File: config.mk
export PLATFORM = sky130hd
export DESIGN_NAME = lvds_video_rx
export DESIGN_NICKNAME = d
export VERILOG_FILES = /design/src/rtl/lvds_rx_pkg.sv /design/src/rtl/pixel_fifo.sv /design/src/rtl/lvds_video_rx.sv
export SDC_FILE = /design/constraint.sdc
export NUM_CORES = 2
export LEC_CHECK = 0
export BUFFER_PORTS_ARGS = -buffer_cell sky130_fd_sc_hd__buf_2
export CAP_MARGIN = 5
export CORE_MARGIN = 4
export CORE_UTILIZATION = 40
export DETAILED_ROUTE_END_ITERATION = 12
export PLACE_DENSITY = 0.52
export SLEW_MARGIN = 25
export SYNTH_ARGS = -nofsm -noshare
export SYNTH_HDL_FRONTEND = slang
export SYNTH_HIERARCHICAL = 1
export SYNTH_SLANG_ARGS = --single-unit
File: constraint.sdc
create_clock -name i_clk -period 4.8 [get_ports i_clk]
set_input_delay 1.44 -clock i_clk [delete_from_list [all_inputs] [get_ports i_clk]]
set_output_delay 1.44 -clock i_clk [all_outputs]
set_load 0.01 [all_outputs]
File: src/rtl/lvds_rx_pkg.sv
// Constants shared by the serial-link-to-LVDS video receiver and its FIFO.
// Assumes every user writes lvds_rx_pkg::name; nothing is imported.
package lvds_rx_pkg;
    // Forward symbol layout, first serial bit in bit 0
    localparam int SYM_W        = 35;
    localparam int PAY_W        = 32;
    localparam int BIT_START    = 0;
    localparam int BIT_INV      = 33;
    localparam int BIT_STOP     = 34;
    localparam int PAY_LSB      = 1;
    localparam logic [5:0] SYM_LAST = 6'h22;

    // Payload fields after descrambling
    localparam int F_RGB        = 0;
    localparam int RGB_W        = 24;
    localparam int F_HS         = 24;
    localparam int F_VS         = 25;
    localparam int F_DE         = 26;
    localparam int F_SCL        = 27;
    localparam int F_SDA        = 28;
    localparam int F_GPIO       = 29;
    localparam int F_AUDIO      = 31;

    // Link and lock
    localparam int SER_LANES    = 2;
    localparam logic [2:0] LOCK_GOOD = 3'h4;
    localparam logic [15:0] SCR_SEED = 16'hace1;

    // Display output
    localparam int LVDS_LANES   = 8;
    localparam int CH_LANES     = 4;
    localparam int SLOT_N       = 7;
    localparam int CH_W         = 28;
    localparam logic [2:0] SLOT_LAST = 3'h6;
    localparam logic [6:0] CLK_PATTERN = 7'h63;
    localparam int LATENCY_PERIODS = 147;

    // Buffering
    localparam int FIFO_DEPTH   = 32;
endpackage

File: src/rtl/pixel_fifo.sv
// Synchronous FIFO for decoded pixels, read data held in a register.
// Assumes one clock; valid/ready handshakes on both sides.
`timescale 1ns/100ps
module pixel_fifo #(
    parameter int WIDTH = 32,
    parameter int DEPTH = 32
) (
    input  wire logic             i_clk,
    input  wire logic             i_resetn,
    // Fill side
    input  wire logic             i_in_valid,
    output logic                  o_in_ready,
    input  wire logic [WIDTH-1:0] i_in_data,
    // Drain side
    output logic                  o_out_valid,
    input  wire logic             i_out_ready,
    output logic [WIDTH-1:0]      o_out_data
);
    localparam int AW = $clog2(DEPTH);

    logic [WIDTH-1:0] mem_q [DEPTH];
    logic [AW-1:0]    wr_q, wr_d, rd_q, rd_d;
    logic [AW:0]      cnt_q, cnt_d;
    logic [WIDTH-1:0] out_q, out_d;
    logic             ov_q, ov_d;
    logic             wr_en, rd_en;

    always_comb begin
        o_in_ready = (cnt_q != (AW+1)'(DEPTH));
        wr_en      = i_in_valid && o_in_ready;
        rd_en      = (cnt_q != '0) && (!ov_q || i_out_ready);
        wr_d       = wr_q;
        rd_d       = rd_q;
        out_d      = out_q;
        ov_d       = ov_q && !i_out_ready;
        if (wr_en) begin
            wr_d = (wr_q == AW'(DEPTH-1)) ? '0 : wr_q + 1'b1;
        end
        if (rd_en) begin
            rd_d  = (rd_q == AW'(DEPTH-1)) ? '0 : rd_q + 1'b1;
            out_d = mem_q[rd_q];
            ov_d  = 1'b1;
        end
        cnt_d = cnt_q + (AW+1)'(wr_en) - (AW+1)'(rd_en);
    end

    always_ff @(posedge i_clk) begin
        if (wr_en) begin
            mem_q[wr_q] <= i_in_data;
        end
    end

    always_ff @(posedge i_clk or negedge i_resetn) begin
        if (!i_resetn) begin
            wr_q  <= '0;
            rd_q  <= '0;
            cnt_q <= '0;
            out_q <= '0;
            ov_q  <= 1'b0;
        end else begin
            wr_q  <= wr_d;
            rd_q  <= rd_d;
            cnt_q <= cnt_d;
            out_q <= out_d;
            ov_q  <= ov_d;
        end
    end

    assign o_out_valid = ov_q;
    assign o_out_data  = out_q;
endmodule

File: src/rtl/lvds_video_rx.sv
// Forward datapath of a serial-link video receiver driving an LVDS display output.
// Assumes link clock and lanes are slow against i_clk and sampled by it.
// Functional notes
// One 35-bit symbol per pixel, one or two lanes
// Single 4+1 or dual 8+2 LVDS output
// Seven bits per lane per output clock
// Bit 0 first, bit 6 in last slot
// Fixed 147 output-period latency, input to output; in two-lane mode lane 1 pixels take one period more
// Pixel clock within single/two-lane limits
// Lock to any data, no reference or training
// Decrypt video and audio; only decrypted video out
// Split symbol into RGB, sync, I2C, GPIO, audio
// Undo randomizing, balancing and scrambling
// Bridge I2C across link with arbitration
// Local host reaches both ends over I2C
// Lock raised only with valid outputs
// Dual output alternates pixels between channels
`timescale 1ns/100ps
module lvds_video_rx #(
    parameter int LATENCY = lvds_rx_pkg::LATENCY_PERIODS,
    parameter int DEPTH   = lvds_rx_pkg::FIFO_DEPTH
) (
    // Clock and reset
    input  wire logic        i_clk,
    input  wire logic        i_resetn,
    // Serial link
    input  wire logic        i_link_clk,
    input  wire logic [1:0]  i_link_lane,
    // Configuration
    input  wire logic        i_power_down_n,
    input  wire logic        i_two_lane,
    input  wire logic        i_dual_out,
    input  wire logic        i_hdcp_en,
    input  wire logic [23:0] i_hdcp_key,
    // Local I2C bus
    input  wire logic        i_scl,
    input  wire logic        i_sda,
    output logic             o_scl,
    output logic             o_scl_oe,
    output logic             o_sda,
    output logic             o_sda_oe,
    output logic             o_back_scl,
    output logic             o_back_sda,
    output logic             o_arb_lost,
    // Status and side data
    output logic             o_lock,
    output logic [1:0]       o_gpio,
    output logic             o_audio,
    // LVDS display output
    output logic [7:0]       o_lvds_data,
    output logic             o_lvds_clock_lane_a,
    output logic             o_lvds_clock_lane_b
);
    localparam int NL = lvds_rx_pkg::SER_LANES;

    // Pins cross into i_clk through two flops; only the second is read
    logic [5:0] sy1_q, sy2_q;
    logic       lclk_prev_q;
    logic       rise, pdn;

    always_ff @(posedge i_clk or negedge i_resetn) begin
        if (!i_resetn) begin
            sy1_q       <= '0;
            sy2_q       <= '0;
            lclk_prev_q <= 1'b0;
        end else begin
            sy1_q       <= {i_sda, i_scl, i_power_down_n, i_link_lane, i_link_clk};
            sy2_q       <= sy1_q;
            lclk_prev_q <= sy2_q[0];
        end
    end

    // Link edges are found by sampling; the pixel rate limits keep them far apart
    assign rise = sy2_q[0] && !lclk_prev_q;
    assign pdn  = sy2_q[3];

    function automatic logic [15:0] scr_step(input logic [15:0] s);
        return {s[14:0], s[15] ^ s[13] ^ s[12] ^ s[10]};
    endfunction

    // Per-lane symbol hunt, lock and descrambling
    logic [NL-1:0]       lock, hv, take;
    logic [NL-1:0][31:0] hold;
    logic                lock_all;

    for (genvar l = 0; l < NL; l++) begin : g_lane
        logic [34:0] sr_q, sr_d;
        logic [5:0]  cnt_q, cnt_d;
        logic [2:0]  good_q, good_d;
        logic        lk_q, lk_d, hv_q, hv_d;
        logic [15:0] scr_q, scr_d;
        logic [31:0] hold_q, hold_d;
        logic        act, frame_ok;

        always_comb begin
            act      = (l == 0) || i_two_lane;
            sr_d     = sr_q;
            cnt_d    = cnt_q;
            good_d   = good_q;
            lk_d     = lk_q;
            scr_d    = scr_q;
            hold_d   = hold_q;
            hv_d     = hv_q && !take[l];
            frame_ok = 1'b0;
            if (!pdn || !act) begin
                cnt_d  = '0;
                good_d = '0;
                lk_d   = 1'b0;
                hv_d   = 1'b0;
            end else if (rise) begin
                sr_d = {sy2_q[1+l], sr_q[34:1]};
                if (cnt_q == lvds_rx_pkg::SYM_LAST) begin
                    frame_ok = sr_d[lvds_rx_pkg::BIT_START] && !sr_d[lvds_rx_pkg::BIT_STOP];
                    if (!frame_ok) begin
                        // Slip one bit and test again: any payload locks in time
                        good_d = '0;
                        lk_d   = 1'b0;
                    end else begin
                        cnt_d = '0;
                        if (lk_q) begin
                            hold_d = sr_d[lvds_rx_pkg::PAY_LSB +: lvds_rx_pkg::PAY_W]
                                     ^ {32{sr_d[lvds_rx_pkg::BIT_INV]}}
                                     ^ {scr_q, scr_q};
                            scr_d  = scr_step(scr_q);
                            // An unread symbol is overwritten; the FIFO keeps it rare
                            hv_d   = 1'b1;
                        end else if (good_q == lvds_rx_pkg::LOCK_GOOD) begin
                            lk_d  = 1'b1;
                            scr_d = lvds_rx_pkg::SCR_SEED;
                        end else begin
                            good_d = good_q + 1'b1;
                        end
                    end
                end else begin
                    cnt_d = cnt_q + 1'b1;
                end
            end
        end

        always_ff @(posedge i_clk or negedge i_resetn) begin
            if (!i_resetn) begin
                sr_q   <= '0;
                cnt_q  <= '0;
                good_q <= '0;
                lk_q   <= 1'b0;
                hv_q   <= 1'b0;
                scr_q  <= lvds_rx_pkg::SCR_SEED;
                hold_q <= '0;
            end else begin
                sr_q   <= sr_d;
                cnt_q  <= cnt_d;
                good_q <= good_d;
                lk_q   <= lk_d;
                hv_q   <= hv_d;
                scr_q  <= scr_d;
                hold_q <= hold_d;
            end
        end

        assign lock[l] = lk_q;
        assign hv[l]   = hv_q;
        assign hold[l] = hold_q;
    end

    assign lock_all = pdn && lock[0] && (lock[1] || !i_two_lane);

    // Merge lanes in order, decrypt, push at most one pixel per output period
    logic        turn_q, turn_d, pushed_q, pushed_d;
    logic [23:0] key_q, key_d;
    logic        sel, push, fifo_in_ready, boundary;
    logic [31:0] pix;

    always_comb begin
        sel    = i_two_lane && turn_q;
        push   = lock_all && hv[sel] && fifo_in_ready && !pushed_q;
        take   = '0;
        take[sel] = push;
        turn_d = i_two_lane ? (turn_q ^ push) : 1'b0;
        key_d  = key_q;
        pix    = hold[sel];
        if (!lock_all) begin
            key_d  = i_hdcp_key;
            turn_d = 1'b0;
        end else if (push && i_hdcp_en) begin
            pix[lvds_rx_pkg::F_RGB +: lvds_rx_pkg::RGB_W] =
                hold[sel][lvds_rx_pkg::F_RGB +: lvds_rx_pkg::RGB_W] ^ key_q;
            pix[lvds_rx_pkg::F_AUDIO] = hold[sel][lvds_rx_pkg::F_AUDIO] ^ key_q[0];
            key_d = {key_q[22:0], key_q[23] ^ key_q[22] ^ key_q[21] ^ key_q[16]};
        end
        pushed_d = boundary ? 1'b0 : (pushed_q || push);
    end

    // Output period timing
    logic [2:0]         slot_q, slot_d;
    logic [LATENCY-1:0] tag_q, tag_d;
    logic               pop, fifo_out_valid;
    logic [31:0]        fifo_out;

    assign boundary = (slot_q == lvds_rx_pkg::SLOT_LAST);

    pixel_fifo #(
        .WIDTH (lvds_rx_pkg::PAY_W),
        .DEPTH (DEPTH)
    ) u_fifo (
        .i_clk       (i_clk),
        .i_resetn    (i_resetn),
        .i_in_valid  (push),
        .o_in_ready  (fifo_in_ready),
        .i_in_data   (pix),
        .o_out_valid (fifo_out_valid),
        .i_out_ready (pop),
        .o_out_data  (fifo_out)
    );

    // A pixel leaves exactly LATENCY periods after the period it entered
    always_comb begin
        slot_d = boundary ? '0 : slot_q + 1'b1;
        tag_d  = tag_q;
        if (!lock_all) begin
            tag_d = '0;
        end else if (boundary) begin
            tag_d = {tag_q[LATENCY-2:0], pushed_q || push};
        end
        pop = boundary && tag_q[LATENCY-1] && fifo_out_valid;
    end

    // Channel words and lane shifters
    logic [27:0]      cha_q, cha_d, chb_q, chb_d;
    logic             ph_q, ph_d;
    logic [7:0][6:0]  sh_q, sh_d;
    logic [1:0][6:0]  ck_q, ck_d;
    logic [1:0]       gpio_q, gpio_d;
    logic             aud_q, aud_d, rscl_q, rscl_d, rsda_q, rsda_d, arb_q, arb_d;
    logic [27:0]      word;

    always_comb begin
        word = {1'b0, fifo_out[lvds_rx_pkg::F_DE], fifo_out[lvds_rx_pkg::F_VS],
                fifo_out[lvds_rx_pkg::F_HS],
                fifo_out[lvds_rx_pkg::F_RGB +: lvds_rx_pkg::RGB_W]};
        cha_d  = cha_q;
        chb_d  = chb_q;
        ph_d   = i_dual_out ? ph_q : 1'b0;
        gpio_d = gpio_q;
        aud_d  = aud_q;
        rscl_d = rscl_q;
        rsda_d = rsda_q;
        if (!lock_all) begin
            rscl_d = 1'b1;
            rsda_d = 1'b1;
            ph_d   = 1'b0;
        end else if (pop) begin
            gpio_d = fifo_out[lvds_rx_pkg::F_GPIO +: 2];
            aud_d  = fifo_out[lvds_rx_pkg::F_AUDIO];
            rscl_d = fifo_out[lvds_rx_pkg::F_SCL];
            rsda_d = fifo_out[lvds_rx_pkg::F_SDA];
            if (i_dual_out && ph_q) begin
                chb_d = word;
            end else begin
                cha_d = word;
            end
            ph_d = i_dual_out && !ph_q;
        end
        // Released remote SDA that reads low while SCL is high means another master won
        arb_d = lock_all && rsda_q && rscl_q && !sy2_q[5];
        // Losing lock blanks the lanes at once, not at the end of the period
        for (int i = 0; i < lvds_rx_pkg::LVDS_LANES; i++) begin
            sh_d[i] = {1'b0, sh_q[i][6:1]};
            if (!lock_all) begin
                sh_d[i] = '0;
            end else if (boundary) begin
                if (i < lvds_rx_pkg::CH_LANES) begin
                    sh_d[i] = cha_d[(i % 4) * 7 +: 7];
                end else begin
                    sh_d[i] = i_dual_out ? chb_d[(i % 4) * 7 +: 7] : 7'h00;
                end
            end
        end
        for (int c = 0; c < 2; c++) begin
            ck_d[c] = {1'b0, ck_q[c][6:1]};
            if (!lock_all) begin
                ck_d[c] = '0;
            end else if (boundary) begin
                ck_d[c] = (c == 0 || i_dual_out) ? lvds_rx_pkg::CLK_PATTERN : 7'h00;
            end
        end
    end

    always_ff @(posedge i_clk or negedge i_resetn) begin
        if (!i_resetn) begin
            turn_q   <= 1'b0;
            pushed_q <= 1'b0;
            key_q    <= '0;
            slot_q   <= '0;
            tag_q    <= '0;
            cha_q    <= '0;
            chb_q    <= '0;
            ph_q     <= 1'b0;
            sh_q     <= '0;
            ck_q     <= '0;
            gpio_q   <= '0;
            aud_q    <= 1'b0;
            rscl_q   <= 1'b1;
            rsda_q   <= 1'b1;
            arb_q    <= 1'b0;
        end else begin
            turn_q   <= turn_d;
            pushed_q <= pushed_d;
            key_q    <= key_d;
            slot_q   <= slot_d;
            tag_q    <= tag_d;
            cha_q    <= cha_d;
            chb_q    <= chb_d;
            ph_q     <= ph_d;
            sh_q     <= sh_d;
            ck_q     <= ck_d;
            gpio_q   <= gpio_d;
            aud_q    <= aud_d;
            rscl_q   <= rscl_d;
            rsda_q   <= rsda_d;
            arb_q    <= arb_d;
        end
    end

    for (genvar i = 0; i < lvds_rx_pkg::LVDS_LANES; i++) begin : g_out
        assign o_lvds_data[i] = sh_q[i][0];
    end

    // Lock shows from the first period boundary after every active lane locks (lane 0 alone in single-lane mode), as the first output period starts
    logic lock_out_q;
    always_ff @(posedge i_clk or negedge i_resetn) begin
        if (!i_resetn) begin
            lock_out_q <= 1'b0;
        end else begin
            lock_out_q <= lock_all && (lock_out_q || boundary);
        end
    end

    assign o_lock              = lock_out_q;
    assign o_lvds_clock_lane_a = ck_q[0][0];
    assign o_lvds_clock_lane_b = ck_q[1][0];
    assign o_gpio              = gpio_q;
    assign o_audio             = aud_q;
    // Open-drain: enable low drives the wire low
    assign o_scl               = 1'b0;
    assign o_sda               = 1'b0;
    assign o_scl_oe            = rscl_q;
    assign o_sda_oe            = rsda_q;
    // Local bus levels return to the far end so a local host reaches it too
    assign o_back_scl          = sy2_q[4];
    assign o_back_sda          = sy2_q[5];
    assign o_arb_lost          = arb_q;
endmodule

==> impl_metrics.ini <==
[worst_hold_path]
hp-class = flop to flop

[pwr]
power_density_mw_per_mm2 = 381
p_leak_nw = 27.9
irDropWorstVdd_mv = 0.284
total_power_mw = 27.8

[synthesis]
syn-cell-area_mm2 = 0.0638
synth_top_cell_area_share_pct = 48.2
ys_warn_count = 6
ys_seq_area_share_pct = 70.2
yosysTopAreaCell = edfxtp_1
synth_cells = 4198
ys_seq_elements = 1582
synthArstFlopShare_pct = 35.3
synth_edf_count = 1024
yosys-top-cells-area = edfxtp_1, dfrtp_1, mux2i_1
ys_types = 74
synth_flop_cell = edfxtp_1
synth.avg_cell_area_um2 = 15.2

[global_route]
antenna_found_initial = 4
overflow = 0
first_global_vias = 35500
grt_usage_pct = 19.3
grt_max_degree = 102
grt_pass1_wl_um = 239000

[worst_setup_path]
cp.arrival_ps = 4180
critical_path_class = primary input to flop
worstSetupStartpointType = primary input
path_max_fanout = 6
required_ps = 5460
crit_path_end_kind = flop

[cts]
cts-resized-gates = 0
cts_buffer_depth = 3
numCtsBuffers = 170
clock_latency_ps = 800
postCtsSetupBuffers = 0
htreeDepth = 4
clock-sinks = 1582
cts_tree = yes
cts_root_buf = clkbuf_16
holdBufCountCts = 0
path_clk_slew_ps = 60

[die]
initial_core_util_pct = 40.3
core_mm2 = 0.158
ios = 56
rows = 146
design.die.area_mm2 = 0.166
fp.dieH_um = 407
die_x_um = 407

[outcome]
status = finished, final reports clean

[timing]
whs_ps = 351
drv_slew = 0
layout_min_cycle_time_ps = 3530
tightest_slew_ps = 1010
period_share_pct = 73.5
max_freq_mhz = 283
relSlewSlack_pct = 32.6
finClkSkew_ps = 46.1
hold_viol_final = 0
final-setup-viol-count = 0
rsz0062_at_grt = false

[cells_and_area]
drive_gt1_share_pct = 18.0
layoutNonFillerInstCount = 6548
final_nets = 4392
synthToLayoutAreaGrowth_pct = 14.5

[run]
cap_violations = 0

[placed_design]
gp_congestion = 0.759
hpwl_um = 97300
dp_cells = 6231
port_buffers = 53

[detailed_routing]
post_drt_wl_per_cell_um = 24.7
drtPass1Iterations = 5
antenna_left = 0
vias_per_cell = 5.37
drc = 0
drt_iter0_drc = 2517
wl_um = 162000
vias = 35100
## area by class of cell
class | instances | area [µm²]
Inverter | 36 | 135
Tap cell | 2072 | 2590
Antenna cell | 1 | 2.50
Sequential cell | 1582 | 44700
Clock buffer | 240 | 4800
Fill cell | 13800 | 85400
Timing Repair Buffer | 231 | 1990
Clock inverter | 75 | 682
Multi-Input combinational cell | 2311 | 18000
## per-stage QoR
stage | worst slack, ps | instance area, µm² | util [%] | setup TNS (ps)
6_report | 1270 | 73000 | 46.1 | 0
5_1_grt | 1130 | 73000 | 46.1 | 0
4_1_cts | 1390 | 73000 | 46.1 | 0
3_5_place_dp | 553 | 67500 | 42.6 | 0
3_3_place_gp | 583 | 67500 | 42.6 | 0
2_1_floorplan | -58.1 | 63800 | - | -44850
## worst paths after layout
kind | start | slack, ps | endpoint | cells after the start
hold / removal | sy1_q[0] | 350 | sy2_q[0] | 0
setup / recovery | i_two_lane | 1270 | u_fifo/cnt_q[4] | 15
min in group asynchronous | i_resetn | 650 | chb_q[20] | 1
max in group asynchronous | i_resetn | 3140 | key_q[7] | 2
setup reg to reg | u_fifo/cnt_q[2] | 1430 | u_fifo/cnt_q[4] | 17
hold reg to reg | sy1_q[0] | 350 | sy2_q[0] | 0
## logic make-up after synthesis
group / Yosys count / synth area share [%]
AOI/OAI and AO/OA: 749 / 8.98
muxes: 715 / 11.5
adders and majority gates: 25 / 0.502
DFF: 1582 / 70.2
xor gates and xnor gates: 140 / 1.92
buffers and inverters: 306 / 2.36
other: 1 / 0.00588
and+or+nand+nor: 680 / 4.55
## layer usage
metal | GRT usage, % | vias up | share of wire (%)
li1 | - | 16000 | -
met1 | 27.1 | 18200 | 45
met2 | 30.6 | 741 | 47
met3 | 3.13 | 210 | 4.5
met4 | 6.42 | 0 | 3.2
met5 | 0 | - | 0
## report_power, final
group	leakage, nW	internal [mW]	total [mW]	switching, mW
registers	14.5	14.5	14.5	0.0920
clock network	2.69	7.38	12.7	5.37
logic	10.7	0.205	0.488	0.283
## worst max-delay path, stage by stage
cell       delay [ps]
buf_2             170
a21bo_2           240
a2111oi_1         580
and2_1            260
inv_2              90
ha_1              290
inv_1              60
ha_1              170
inv_1              70
fa_1              430
inv_1              70
a21oi_1            60
nor2_1             90
nor2_1             50
xnor2_1           120
## sequential cells by signal, summed over array words and instances (netlist names), 12 cells and up
name               flops
g_lane.scr_q          32
g_lane.sr_q           68
sh_q                  48
u_fifo/mem_q        1024
key_q                 24
chb_q                 28
g_lane.hold_q         64
g_lane.cnt_q          12
tag_q                147
cha_q                 28
ck_q                  12
u_fifo/o_out_data     32
## placed cells by master (no fill, tap or decap), drive strengths merged, types with 4 or more instances in the layout
| cell type | n |
|---|---|
| nand2b | 12 |
| clkbuf | 240 |
| or2 | 5 |
| nor3 | 8 |
| mux2 | 145 |
| bufinv | 7 |
| o211ai | 24 |
| and2 | 6 |
| clkinv | 58 |
| or3 | 5 |
| a22o | 72 |
| nand3b | 6 |
| a221o | 25 |
| o21ai | 57 |
| o22a | 7 |
| nand2 | 497 |
| dfrtp | 540 |
| a221oi | 64 |
| nor3b | 4 |
| nor2 | 62 |
| o41ai | 32 |
| dfstp | 18 |
| a22oi | 128 |
| mux2i | 570 |
| o2bb2ai | 27 |
| nor2b | 7 |
| xor2 | 52 |
| edfxtp | 1024 |
| inv | 44 |
| a21oi | 228 |
| ha | 24 |
| and3 | 37 |
| a21o | 32 |
| nand3 | 15 |
| xnor2 | 88 |
| buf | 231 |
| o22ai | 34 |
## cells in the mapped netlist, types with 34 or more instances
cell / instances
inv_1: 35
a22o_1: 72
mux2_2: 144
mux2i_1: 570
o22ai_1: 34
xnor2_1: 88
a22oi_1: 128
dfrtp_1: 540
xor2_1: 52
edfxtp_1: 1024
clkbuf_1: 157
nor2_1: 61
o21ai_0: 55
a221oi_2: 46
and3_1: 37
a21oi_1: 228
buf_4: 52
nand2_1: 497
Note: power is estimated with default switching activity, not from simulation.
